**config.mk**
```make
export PLATFORM = sky130hd
export DESIGN_NAME = rpms_top
export DESIGN_NICKNAME = d
export VERILOG_FILES = /design/src/dummy_end_marker_not_used.sv /design/src/rpms_pkg.sv /design/src/rpms_top.sv
export VERILOG_INCLUDE_DIRS = /design/src
export SDC_FILE = /design/constraint.sdc
export NUM_CORES = 1
export LEC_CHECK = 0
export ABC_AREA = 1
export BUFFER_PORTS_ARGS = -buffer_cell sky130_fd_sc_hd__buf_2
export CAP_MARGIN = 20
export CORE_ASPECT_RATIO = 2
export CORE_MARGIN = 2
export CORE_UTILIZATION = 48
export DETAILED_ROUTE_END_ITERATION = 8
export GPL_ROUTABILITY_DRIVEN = 1
export PLACE_DENSITY_LB_ADDON = 0.12
export SYNTH_ARGS = -nofsm -noshare
export SYNTH_HDL_FRONTEND = slang
export SYNTH_SLANG_ARGS = --single-unit
```
**constraint.sdc**
```tcl
create_clock -name pclk -period 1.73 [get_ports pclk]
set_input_delay 0.346 -clock pclk [delete_from_list [all_inputs] [get_ports pclk]]
set_output_delay 0.346 -clock pclk [all_outputs]
set_load 0.02 [all_outputs]
```
**src/rpms_defs.svh**
```systemverilog
`ifndef RPMS_DEFS_SVH
`define RPMS_DEFS_SVH

// Register byte offsets
`define RPMS_CTRL_OFS        8'h00
`define RPMS_STAT_OFS        8'h04

// Control field positions
`define RPMS_SWRST_BIT       0
`define RPMS_TSD_LSB         1
`define RPMS_SSD_BIT         5
`define RPMS_TTR_BIT         6
`define RPMS_PTR_BIT         7

// Reset values
`define RPMS_CTRL_RST        8'h00

// Reset stretch counts
`define RPMS_POR_OSC_CYC     7'd64
`define RPMS_CG_OSC_CYC      6'd32
`define RPMS_PR_SYS_CYC      6'd32
`define RPMS_CR_SYS_CYC      6'd32

// Watchdog clock divider
`define RPMS_WDOG_DIV        11'd1024

`endif

```
**src/dummy_end_marker_not_used.sv**
```systemverilog
`timescale 1ns/1ns

```
**src/rpms_pkg.sv**
```systemverilog
package rpms_pkg;

  typedef enum logic [2:0] {
    RPMS_RUN   = 3'b000,
    RPMS_WAIT  = 3'b001,
    RPMS_STOP  = 3'b010,
    RPMS_PDOWN = 3'b011
  } rpms_mode_t;

  // Software controls
  typedef struct packed {
    logic       pwm_triple_rate;
    logic       timer_triple_rate;
    logic       serial_stop_disable;
    logic [3:0] timer_stop_disable;
  } rpms_ctrl_t;

  // Staged reset outputs, active low
  typedef struct packed {
    logic extended_por_n;
    logic clock_generator_reset_n;
    logic peripheral_reset_n;
    logic core_reset_n;
    logic jtag_reset_n;
  } rpms_resets_t;

  // Clock gate enables
  typedef struct packed {
    logic core_clk_en;
    logic periph_clk_en;
    logic timer_hs_clk_en;
    logic pwm_hs_clk_en;
    logic system_bus_clk_en;
    logic watchdog_tick;
  } rpms_gates_t;

  typedef struct packed {
    rpms_mode_t   mode;
    rpms_ctrl_t   ctrl;
    rpms_resets_t rst;
    rpms_gates_t  gate;
    logic         sw_reset;
    logic [6:0]   por_cnt;
    logic [5:0]   cg_cnt;
    logic [5:0]   pr_cnt;
    logic [5:0]   cr_cnt;
    logic [9:0]   wd_cnt;
    logic         osc_q;
    logic         dbl_q;
    logic         div2;
    logic         pready;
    logic         pslverr;
    logic [31:0]  prdata;
  } rpms_state_t;

endpackage : rpms_pkg

```
**src/rpms_top.sv**
```systemverilog
// The APB register port and the address map were decided locally.
`timescale 1ns/1ns
`include "rpms_defs.svh"

module rpms_top
  import rpms_pkg::*;
(
  input  wire logic        pclk,
  input  wire logic        presetn,
  input  wire logic        psel,
  input  wire logic        penable,
  input  wire logic        pwrite,
  input  wire logic [7:0]  paddr,
  input  wire logic [31:0] pwdata,
  output logic             pready,
  output logic [31:0]      prdata,
  output logic             pslverr,
  input  wire logic        external_reset_n,
  input  wire logic        watchdog_reset,
  input  wire logic        master_osc_clock,
  input  wire logic        double_rate_system_clock,
  input  wire logic        pll_source_select,
  input  wire logic        pll_power_down,
  input  wire logic        oscillator_source_select,
  input  wire logic        oscillator_standby,
  input  wire logic        oscillator_power_down,
  input  wire logic        regulator_standby,
  input  wire logic        wait_exec,
  input  wire logic        stop_exec,
  input  wire logic        any_irq,
  input  wire logic [3:0]  timer_irq,
  input  wire logic        serial_irq,
  input  wire logic        low_voltage_irq,
  input  wire logic        debug_entry,
  output logic             extended_por_n,
  output logic             clock_generator_reset_n,
  output logic             peripheral_reset_n,
  output logic             core_reset_n,
  output logic             jtag_reset_n,
  output logic             core_clk_en,
  output logic             periph_clk_en,
  output logic [3:0]       timer_clk_en,
  output logic             serial_clk_en,
  output logic             timer_hs_clk_en,
  output logic             pwm_hs_clk_en,
  output logic             system_bus_clk_en,
  output logic             watchdog_tick,
  output logic             standby_active,
  output logic             regulator_standby_ok
);

  rpms_state_t s;
  rpms_state_t next_s;

  logic [3:0]  next_timer_clk_en;
  logic        next_serial_clk_en;
  logic [3:0]  timer_clk_q;
  logic        serial_clk_q;
  logic        standby_q;
  logic        reg_ok_q;

  // Register read mux
  function automatic logic [31:0] rd_mux(input logic [7:0] a,
                                         input rpms_state_t st,
                                         input logic stby);
    logic [31:0] d;
    d = 32'h0000_0000;
    case (a)
      `RPMS_CTRL_OFS: begin
        d[`RPMS_TSD_LSB +: 4] = st.ctrl.timer_stop_disable;
        d[`RPMS_SSD_BIT]      = st.ctrl.serial_stop_disable;
        d[`RPMS_TTR_BIT]      = st.ctrl.timer_triple_rate;
        d[`RPMS_PTR_BIT]      = st.ctrl.pwm_triple_rate;
      end
      `RPMS_STAT_OFS: begin
        d[2:0] = st.mode;
        d[3]   = stby;
        d[4]   = st.rst.extended_por_n;
        d[5]   = st.rst.clock_generator_reset_n;
        d[6]   = st.rst.peripheral_reset_n;
        d[7]   = st.rst.core_reset_n;
      end
      default: d = 32'h0000_0000;
    endcase
    return d;
  endfunction : rd_mux

  logic osc_rise;
  logic osc_fall;
  logic dbl_rise;
  logic any_src;
  logic standby;
  logic stop_wake;
  logic pll_run;
  logic clocks_on;
  logic core_on;
  logic apb_acc;
  logic mapped;

  always_comb begin
    // Oscillator and double-rate edges, inputs sampled synchronously
    osc_rise = master_osc_clock & ~s.osc_q;
    osc_fall = ~master_osc_clock & s.osc_q;
    dbl_rise = double_rate_system_clock & ~s.dbl_q;
    // external pin, software write and watchdog sources
    any_src  = ~external_reset_n | s.sw_reset | watchdog_reset;
    // standby is the software-built low-speed configuration
    standby  = oscillator_source_select & pll_power_down &
               oscillator_standby;
    stop_wake = |(timer_irq & s.ctrl.timer_stop_disable) |
                (serial_irq & s.ctrl.serial_stop_disable) |
                low_voltage_irq | debug_entry;
    pll_run  = pll_source_select & ~pll_power_down;
    apb_acc  = psel & penable & ~s.pready;
    mapped   = (paddr == `RPMS_CTRL_OFS) | (paddr == `RPMS_STAT_OFS);

    next_s = s;
    next_s.osc_q    = master_osc_clock;
    next_s.dbl_q    = double_rate_system_clock;
    next_s.sw_reset = 1'b0;

    // APB slave, answers one cycle after the access phase starts
    next_s.pready  = apb_acc;
    next_s.pslverr = apb_acc & ~mapped;
    next_s.prdata  = s.prdata;
    if (apb_acc && !pwrite) begin
      next_s.prdata = rd_mux(paddr, s, standby_q);
    end
    if (apb_acc && pwrite && paddr == `RPMS_CTRL_OFS) begin
      next_s.ctrl.timer_stop_disable  = pwdata[`RPMS_TSD_LSB +: 4];
      next_s.ctrl.serial_stop_disable = pwdata[`RPMS_SSD_BIT];
      next_s.ctrl.timer_triple_rate   = pwdata[`RPMS_TTR_BIT];
      next_s.ctrl.pwm_triple_rate     = pwdata[`RPMS_PTR_BIT];
      next_s.sw_reset = pwdata[`RPMS_SWRST_BIT];
    end

    // JTAG reset follows power-on reset only
    next_s.rst.jtag_reset_n = 1'b1;

    // stretch POR by 64 oscillator cycles
    if (!s.rst.extended_por_n && osc_rise) begin
      next_s.por_cnt = s.por_cnt + 7'd1;
      if (s.por_cnt == `RPMS_POR_OSC_CYC - 7'd1) begin
        next_s.rst.extended_por_n = 1'b1;
      end
    end

    // clockgen release, 32 osc cycles, on osc fall
    if (any_src || !s.rst.extended_por_n) begin
      next_s.cg_cnt = 6'd0;
      next_s.rst.clock_generator_reset_n = 1'b0;
    end else if (!s.rst.clock_generator_reset_n) begin
      if (s.cg_cnt != `RPMS_CG_OSC_CYC && osc_rise) begin
        next_s.cg_cnt = s.cg_cnt + 6'd1;
      end
      if (s.cg_cnt == `RPMS_CG_OSC_CYC && osc_fall) begin
        next_s.rst.clock_generator_reset_n = 1'b1;
      end
    end

    // peripheral reset 32 bus cycles after clockgen
    if (!s.rst.clock_generator_reset_n || any_src) begin
      next_s.pr_cnt = 6'd0;
      next_s.rst.peripheral_reset_n = 1'b0;
    end else if (!s.rst.peripheral_reset_n) begin
      next_s.pr_cnt = s.pr_cnt + 6'd1;
      if (s.pr_cnt == `RPMS_PR_SYS_CYC - 6'd1) begin
        next_s.rst.peripheral_reset_n = 1'b1;
      end
    end

    // core reset 32 bus cycles after peripheral
    if (!s.rst.peripheral_reset_n || any_src) begin
      next_s.cr_cnt = 6'd0;
      next_s.rst.core_reset_n = 1'b0;
    end else if (!s.rst.core_reset_n) begin
      next_s.cr_cnt = s.cr_cnt + 6'd1;
      if (s.cr_cnt == `RPMS_CR_SYS_CYC - 6'd1) begin
        next_s.rst.core_reset_n = 1'b1;
      end
    end

    case (s.mode)
      RPMS_RUN: begin
        if (standby && oscillator_power_down) begin
          next_s.mode = RPMS_PDOWN;
        end else if (stop_exec) begin
          next_s.mode = RPMS_STOP;
        end else if (wait_exec) begin
          next_s.mode = RPMS_WAIT;
        end
      end
      RPMS_WAIT: begin
        // wait exit on interrupt or debug entry
        if (any_irq || debug_entry) begin
          next_s.mode = RPMS_RUN;
        end
      end
      RPMS_STOP: begin
        if (stop_wake) begin
          next_s.mode = RPMS_RUN;
        end
      end
      RPMS_PDOWN: begin
        // only pin or power-on reset leaves powerdown
        if (!external_reset_n) begin
          next_s.mode = RPMS_RUN;
        end
      end
      default: next_s.mode = RPMS_RUN;
    endcase
    // sync resets return to run, except from powerdown
    if ((s.sw_reset || watchdog_reset) && s.mode != RPMS_PDOWN) begin
      next_s.mode = RPMS_RUN;
    end
    if (!s.rst.peripheral_reset_n && s.mode != RPMS_PDOWN) begin
      next_s.mode = RPMS_RUN;
    end

    // bus clock enable every second double-rate edge
    if (dbl_rise) begin
      next_s.div2 = ~s.div2;
    end
    next_s.gate.system_bus_clk_en = dbl_rise & s.div2 &
                                    (next_s.mode != RPMS_PDOWN);

    // watchdog tick each 1024 oscillator cycles
    next_s.gate.watchdog_tick = 1'b0;
    if (osc_rise && s.mode != RPMS_PDOWN) begin
      next_s.wd_cnt = s.wd_cnt + 10'd1;
      if (s.wd_cnt == 10'(`RPMS_WDOG_DIV - 11'd1)) begin
        next_s.gate.watchdog_tick = 1'b1;
      end
    end

    // registered enables; wake restores clocks next edge
    clocks_on = (next_s.mode == RPMS_RUN) ||
                (next_s.mode == RPMS_WAIT);
    core_on   = (next_s.mode == RPMS_RUN);
    next_s.gate.core_clk_en   = core_on;
    next_s.gate.periph_clk_en = clocks_on;
    // triple rate only with PLL active and selected
    next_s.gate.timer_hs_clk_en = clocks_on & pll_run &
                                  s.ctrl.timer_triple_rate;
    next_s.gate.pwm_hs_clk_en   = clocks_on & pll_run &
                                  s.ctrl.pwm_triple_rate;

    // stop-disabled peripherals keep clocks in stop
    next_timer_clk_en = {4{clocks_on}} |
      ({4{next_s.mode == RPMS_STOP}} & s.ctrl.timer_stop_disable);
    next_serial_clk_en = clocks_on |
      ((next_s.mode == RPMS_STOP) & s.ctrl.serial_stop_disable);
  end

  // State register
  always_ff @(posedge pclk or negedge presetn) begin
    if (!presetn) begin
      s              <= '0;
      s.mode         <= RPMS_RUN;
      s.ctrl         <= rpms_ctrl_t'(`RPMS_CTRL_RST);
      timer_clk_q    <= 4'h0;
      serial_clk_q   <= 1'b0;
      standby_q      <= 1'b0;
      reg_ok_q       <= 1'b0;
    end else begin
      s              <= next_s;
      timer_clk_q    <= next_timer_clk_en;
      serial_clk_q   <= next_serial_clk_en;
      standby_q      <= standby;
      // regulator standby permitted when standby is active and PLL deselected
      reg_ok_q       <= ~pll_source_select & standby;
    end
  end

  // Outputs straight from flip-flops
  assign pready                  = s.pready;
  assign prdata                  = s.prdata;
  assign pslverr                 = s.pslverr;
  assign extended_por_n          = s.rst.extended_por_n;
  assign clock_generator_reset_n = s.rst.clock_generator_reset_n;
  assign peripheral_reset_n      = s.rst.peripheral_reset_n;
  assign core_reset_n            = s.rst.core_reset_n;
  assign jtag_reset_n            = s.rst.jtag_reset_n;
  assign core_clk_en             = s.gate.core_clk_en;
  assign periph_clk_en           = s.gate.periph_clk_en;
  assign timer_clk_en            = timer_clk_q;
  assign serial_clk_en           = serial_clk_q;
  assign timer_hs_clk_en         = s.gate.timer_hs_clk_en;
  assign pwm_hs_clk_en           = s.gate.pwm_hs_clk_en;
  assign system_bus_clk_en       = s.gate.system_bus_clk_en;
  assign watchdog_tick           = s.gate.watchdog_tick;
  assign standby_active          = standby_q;
  assign regulator_standby_ok    = reg_ok_q;

endmodule : rpms_top

```
==> qor.yml <==
yosys:
  syn-mean-instance-area_um2: 8.705
  yosys-top-cells-area: "dfrtp_1 52%, nand2_1 12%, buf_4 6.5%"
  post_synth_instance_area_mm2: 0.003674
  ys.flop_type: "dfrtp_1"
  synth_most_common_cell: "nand2_1"
  synth_cell_type_count: 28
  synthDominantCellAreaShare: 0.5245
  synth_enable_flop_cells: 0
  synth.largest_area_cell: "dfrtp_1"
  syn-instance-count: 422
  synth_seq_area_share: 0.5245
  yosysWarnings: 0
  yosys_register_bits: 77
  asyncSetResetFlopFracSynth: 1.000
  post_synth_top_cells: "117 x nand2_1, 77 x dfrtp_1, 42 x nand3_1, 40 x inv_1, 32 x buf_4"
setup_path:
  ff2ff_setup_slack_ns: 0.24
  critical_path.startpoint_type: "register"
  end_kind: "register"
  worstPathRequired_ns: 1.95
  regToRegEndpoint: "s[62]$_DFFE_PN0P_"
  critPathLaunch: "s[59]$_DFFE_PN0P_"
  r2r_start: "s[59]$_DFFE_PN0P_"
  setup.worst_path.class: "reg2reg"
  critical_path_arrival_ns: 1.71
  r2r.worst_path.cells: 7
  cp_max_fo: 11
clock_tree:
  clk_pin_slew_worst_paths_ns: 0.06
  cts.sinks: 77
  clk_latency_ns: 0.33
  cts_tree: "done"
  cts-root-to-sink-buffers: 2
  cts_buf_count: 9
  cts_repair_resize_count: 0
  cts_root_buffer: "clkbuf_16"
  htree_levels: 3
  cts_setup_buffers: 0
  holdBufCountCts: 1
flow_run:
  max_cap_viol_count: 0
sta:
  finalMaxSlewViolations: 0
  report.final.setup_viol: 0
  final_worst_hold_slack_ns: 0.1385
  clock-skew-final_ns: 0.007701
  report.final.hold_viol_count: 0
  fmax_mhz: 671.8
  post-route-worst-setup-slack_ns: 0.2416
  post-route-period-util: 0.8604
  setup_total_negative_slack_ns: 0
  rsz0062_at_grt: "false"
  final_period_minus_worst_setup_slack_ns: 1.488
hold_path:
  min-delay-start: "master_osc_clock"
  holdPathEnd: "s[36]$_DFF_PN0_"
  hold_depth: 1
  min-delay-path-class: "in2reg"
cells_and_area:
  finish.net_count: 573
  final_core_util: 0.5871
  final-seq-area_mm2: 0.001927
  final_layout_size_suffix_gt1_frac: 0.2071
  regMostFlops: "s"
  flip_flop_count_of_the_largest_register_all_copies_and_words_added: 49
  multi_input_area_mm2: 0.001420
  n_antenna_cell: 0
  filler_cell_count: 704
  final_cells: 601
  syn_to_final_growth_pct: 19.69
power:
  power_density_mw_per_mm2: 988.0
  p_seq_frac: 0.452
  power_report.internal_total_w: 0.003362
  power.switching_fraction: 0.2259
  vdd_ir_max_v: 0.0006806
  p_switching_w: 0.0009815
  power.static_leakage_nw: 2.281
  power.share.clock: 0.466
  share_comb_of_total_power: 0.081
grt:
  globalRouteTotalUtil: 0.1872
  antenna_violations_before_repair: 0
  number_of_global_route_vias_before_repair: 2774
  grt_start_max_net_pins: 32
  global_route_wire_length_before_repair_um: 12040
  remaining_global_route_overflow: 0
floorplan:
  floorplan.die_area_mm2: 0.008412
  rows: 45
  start_util: 0.4906
  die_width_um: 65.86
  die_y_um: 127.7
  core-area_mm2: 0.007488
  ioPinCount: 117
detailed_routing:
  remaining_drc_errors: 0
  viasPerCell: 4.745
  first_iter_violations: 183
  dr.pass1.iters: 4
  drtAntennaViolNets: 0
  detail_route.wirelength_um: 7186
  detail_route.wl_per_cell_um: 11.96
  num_vias: 2852
place:
  io_buffers: 67
  routabilityCongestion: 0.8119
  preCtsSetupSlack_ns: 0.2237
  placedCellCount: 584
  dp.final_hpwl_um: 5330
run_status:
  outcome: "complete, no violations"
-- stage by stage --
| stage | area [µm²] | total power, W |
|---|---|---|
| finish | 4397 | 0.004344 |
| global route | 4397 | 0.004519 |
| CTS | 4397 | 0.004394 |
| detailed placement | 4060 | 0.002352 |
| global placement | 4060 | 0.002341 |
| floorplan | 3764 | 0.002236 |
-- metal layers --
metal  part of all wire  track usage
met3              0.050      0.04653
met2               0.48       0.2864
met1               0.46       0.2474
met5                  0            0
met4              0.011      0.08824
-- cell families (layout without fill, tap and decap cells) --
kind of cell / after synthesis / count (layout) / synth area share
xor+xnor: 17 / 17 / 0.04053
simple gates: 215 / 215 / 0.2565
compound gates: 28 / 28 / 0.03951
mux: 1 / 1 / 0.003065
fa+ha+maj: 6 / 6 / 0.02044
flops: 77 / 77 / 0.5245
other cells: 2 / 26 / 0.002044
buf+inv: 76 / 137 / 0.1134
-- layout make-up --
cell class | count | share of cell area
clock buffers | 12 | 0.05834
well taps | 94 | 0.02675
repair buffers | 80 | 0.1024
flip-flops and latches | 77 | 0.4382
clock inverters | 4 | 0.01594
inverters | 41 | 0.03529
multi-input cells | 293 | 0.3230
-- power by group through the flow --
stage	clock network [W]	registers (W)	logic, W
floorplan	0	0.00199	0.000243
global route	0.00214	0.00198	0.000404
detailed placement	0	0.00199	0.000358
global placement	0	0.00199	0.000348
CTS	0.00207	0.00196	0.000360
finish	0.00202	0.00197	0.000354
-- how the worst max path moves through the flow --
stage | endpoint | slack (ns) | depth (start not counted)
6_report | s[62]$_DFFE_PN0P_ | 0.24 | 7
5_1_grt | s[62]$_DFFE_PN0P_ | 0.08 | 7
4_1_cts | s[62]$_DFFE_PN0P_ | 0.23 | 7
3_5_place_dp | prdata[4]$_DFFE_PN0P_ | 0.22 | 11
3_3_place_gp | prdata[4]$_DFFE_PN0P_ | 0.24 | 11
2_1_floorplan | prdata[6]$_DFFE_PN0P_ | 0.41 | 7
-- placed cells by master (no fill, tap or decap), drive strengths merged --
master and instances:
o21ai 13, nor2 31, xnor2 10, mux2 1, buf 79, clkbuf 12
nor3 14, a21oi 13, nand3b 1, nand2 119, dlygate4sd3 1, conb 26
inv 40, nand4 5, xor2 7, o31ai 2, ha 6, or2 1
nor4 2, nand3 42, dfrtp 77, clkinv 3, bufinv 2
-- worst max-delay path: stages (launching register included) --
cell	delay, ns
dfrtp_1	0.38
inv_1	0.13
ha_1	0.16
nand4_1	0.11
nand3_1	0.11
nand2_1	0.22
a21oi_1	0.20
nor2_1	0.06
(Power assumes the default switching activity.)
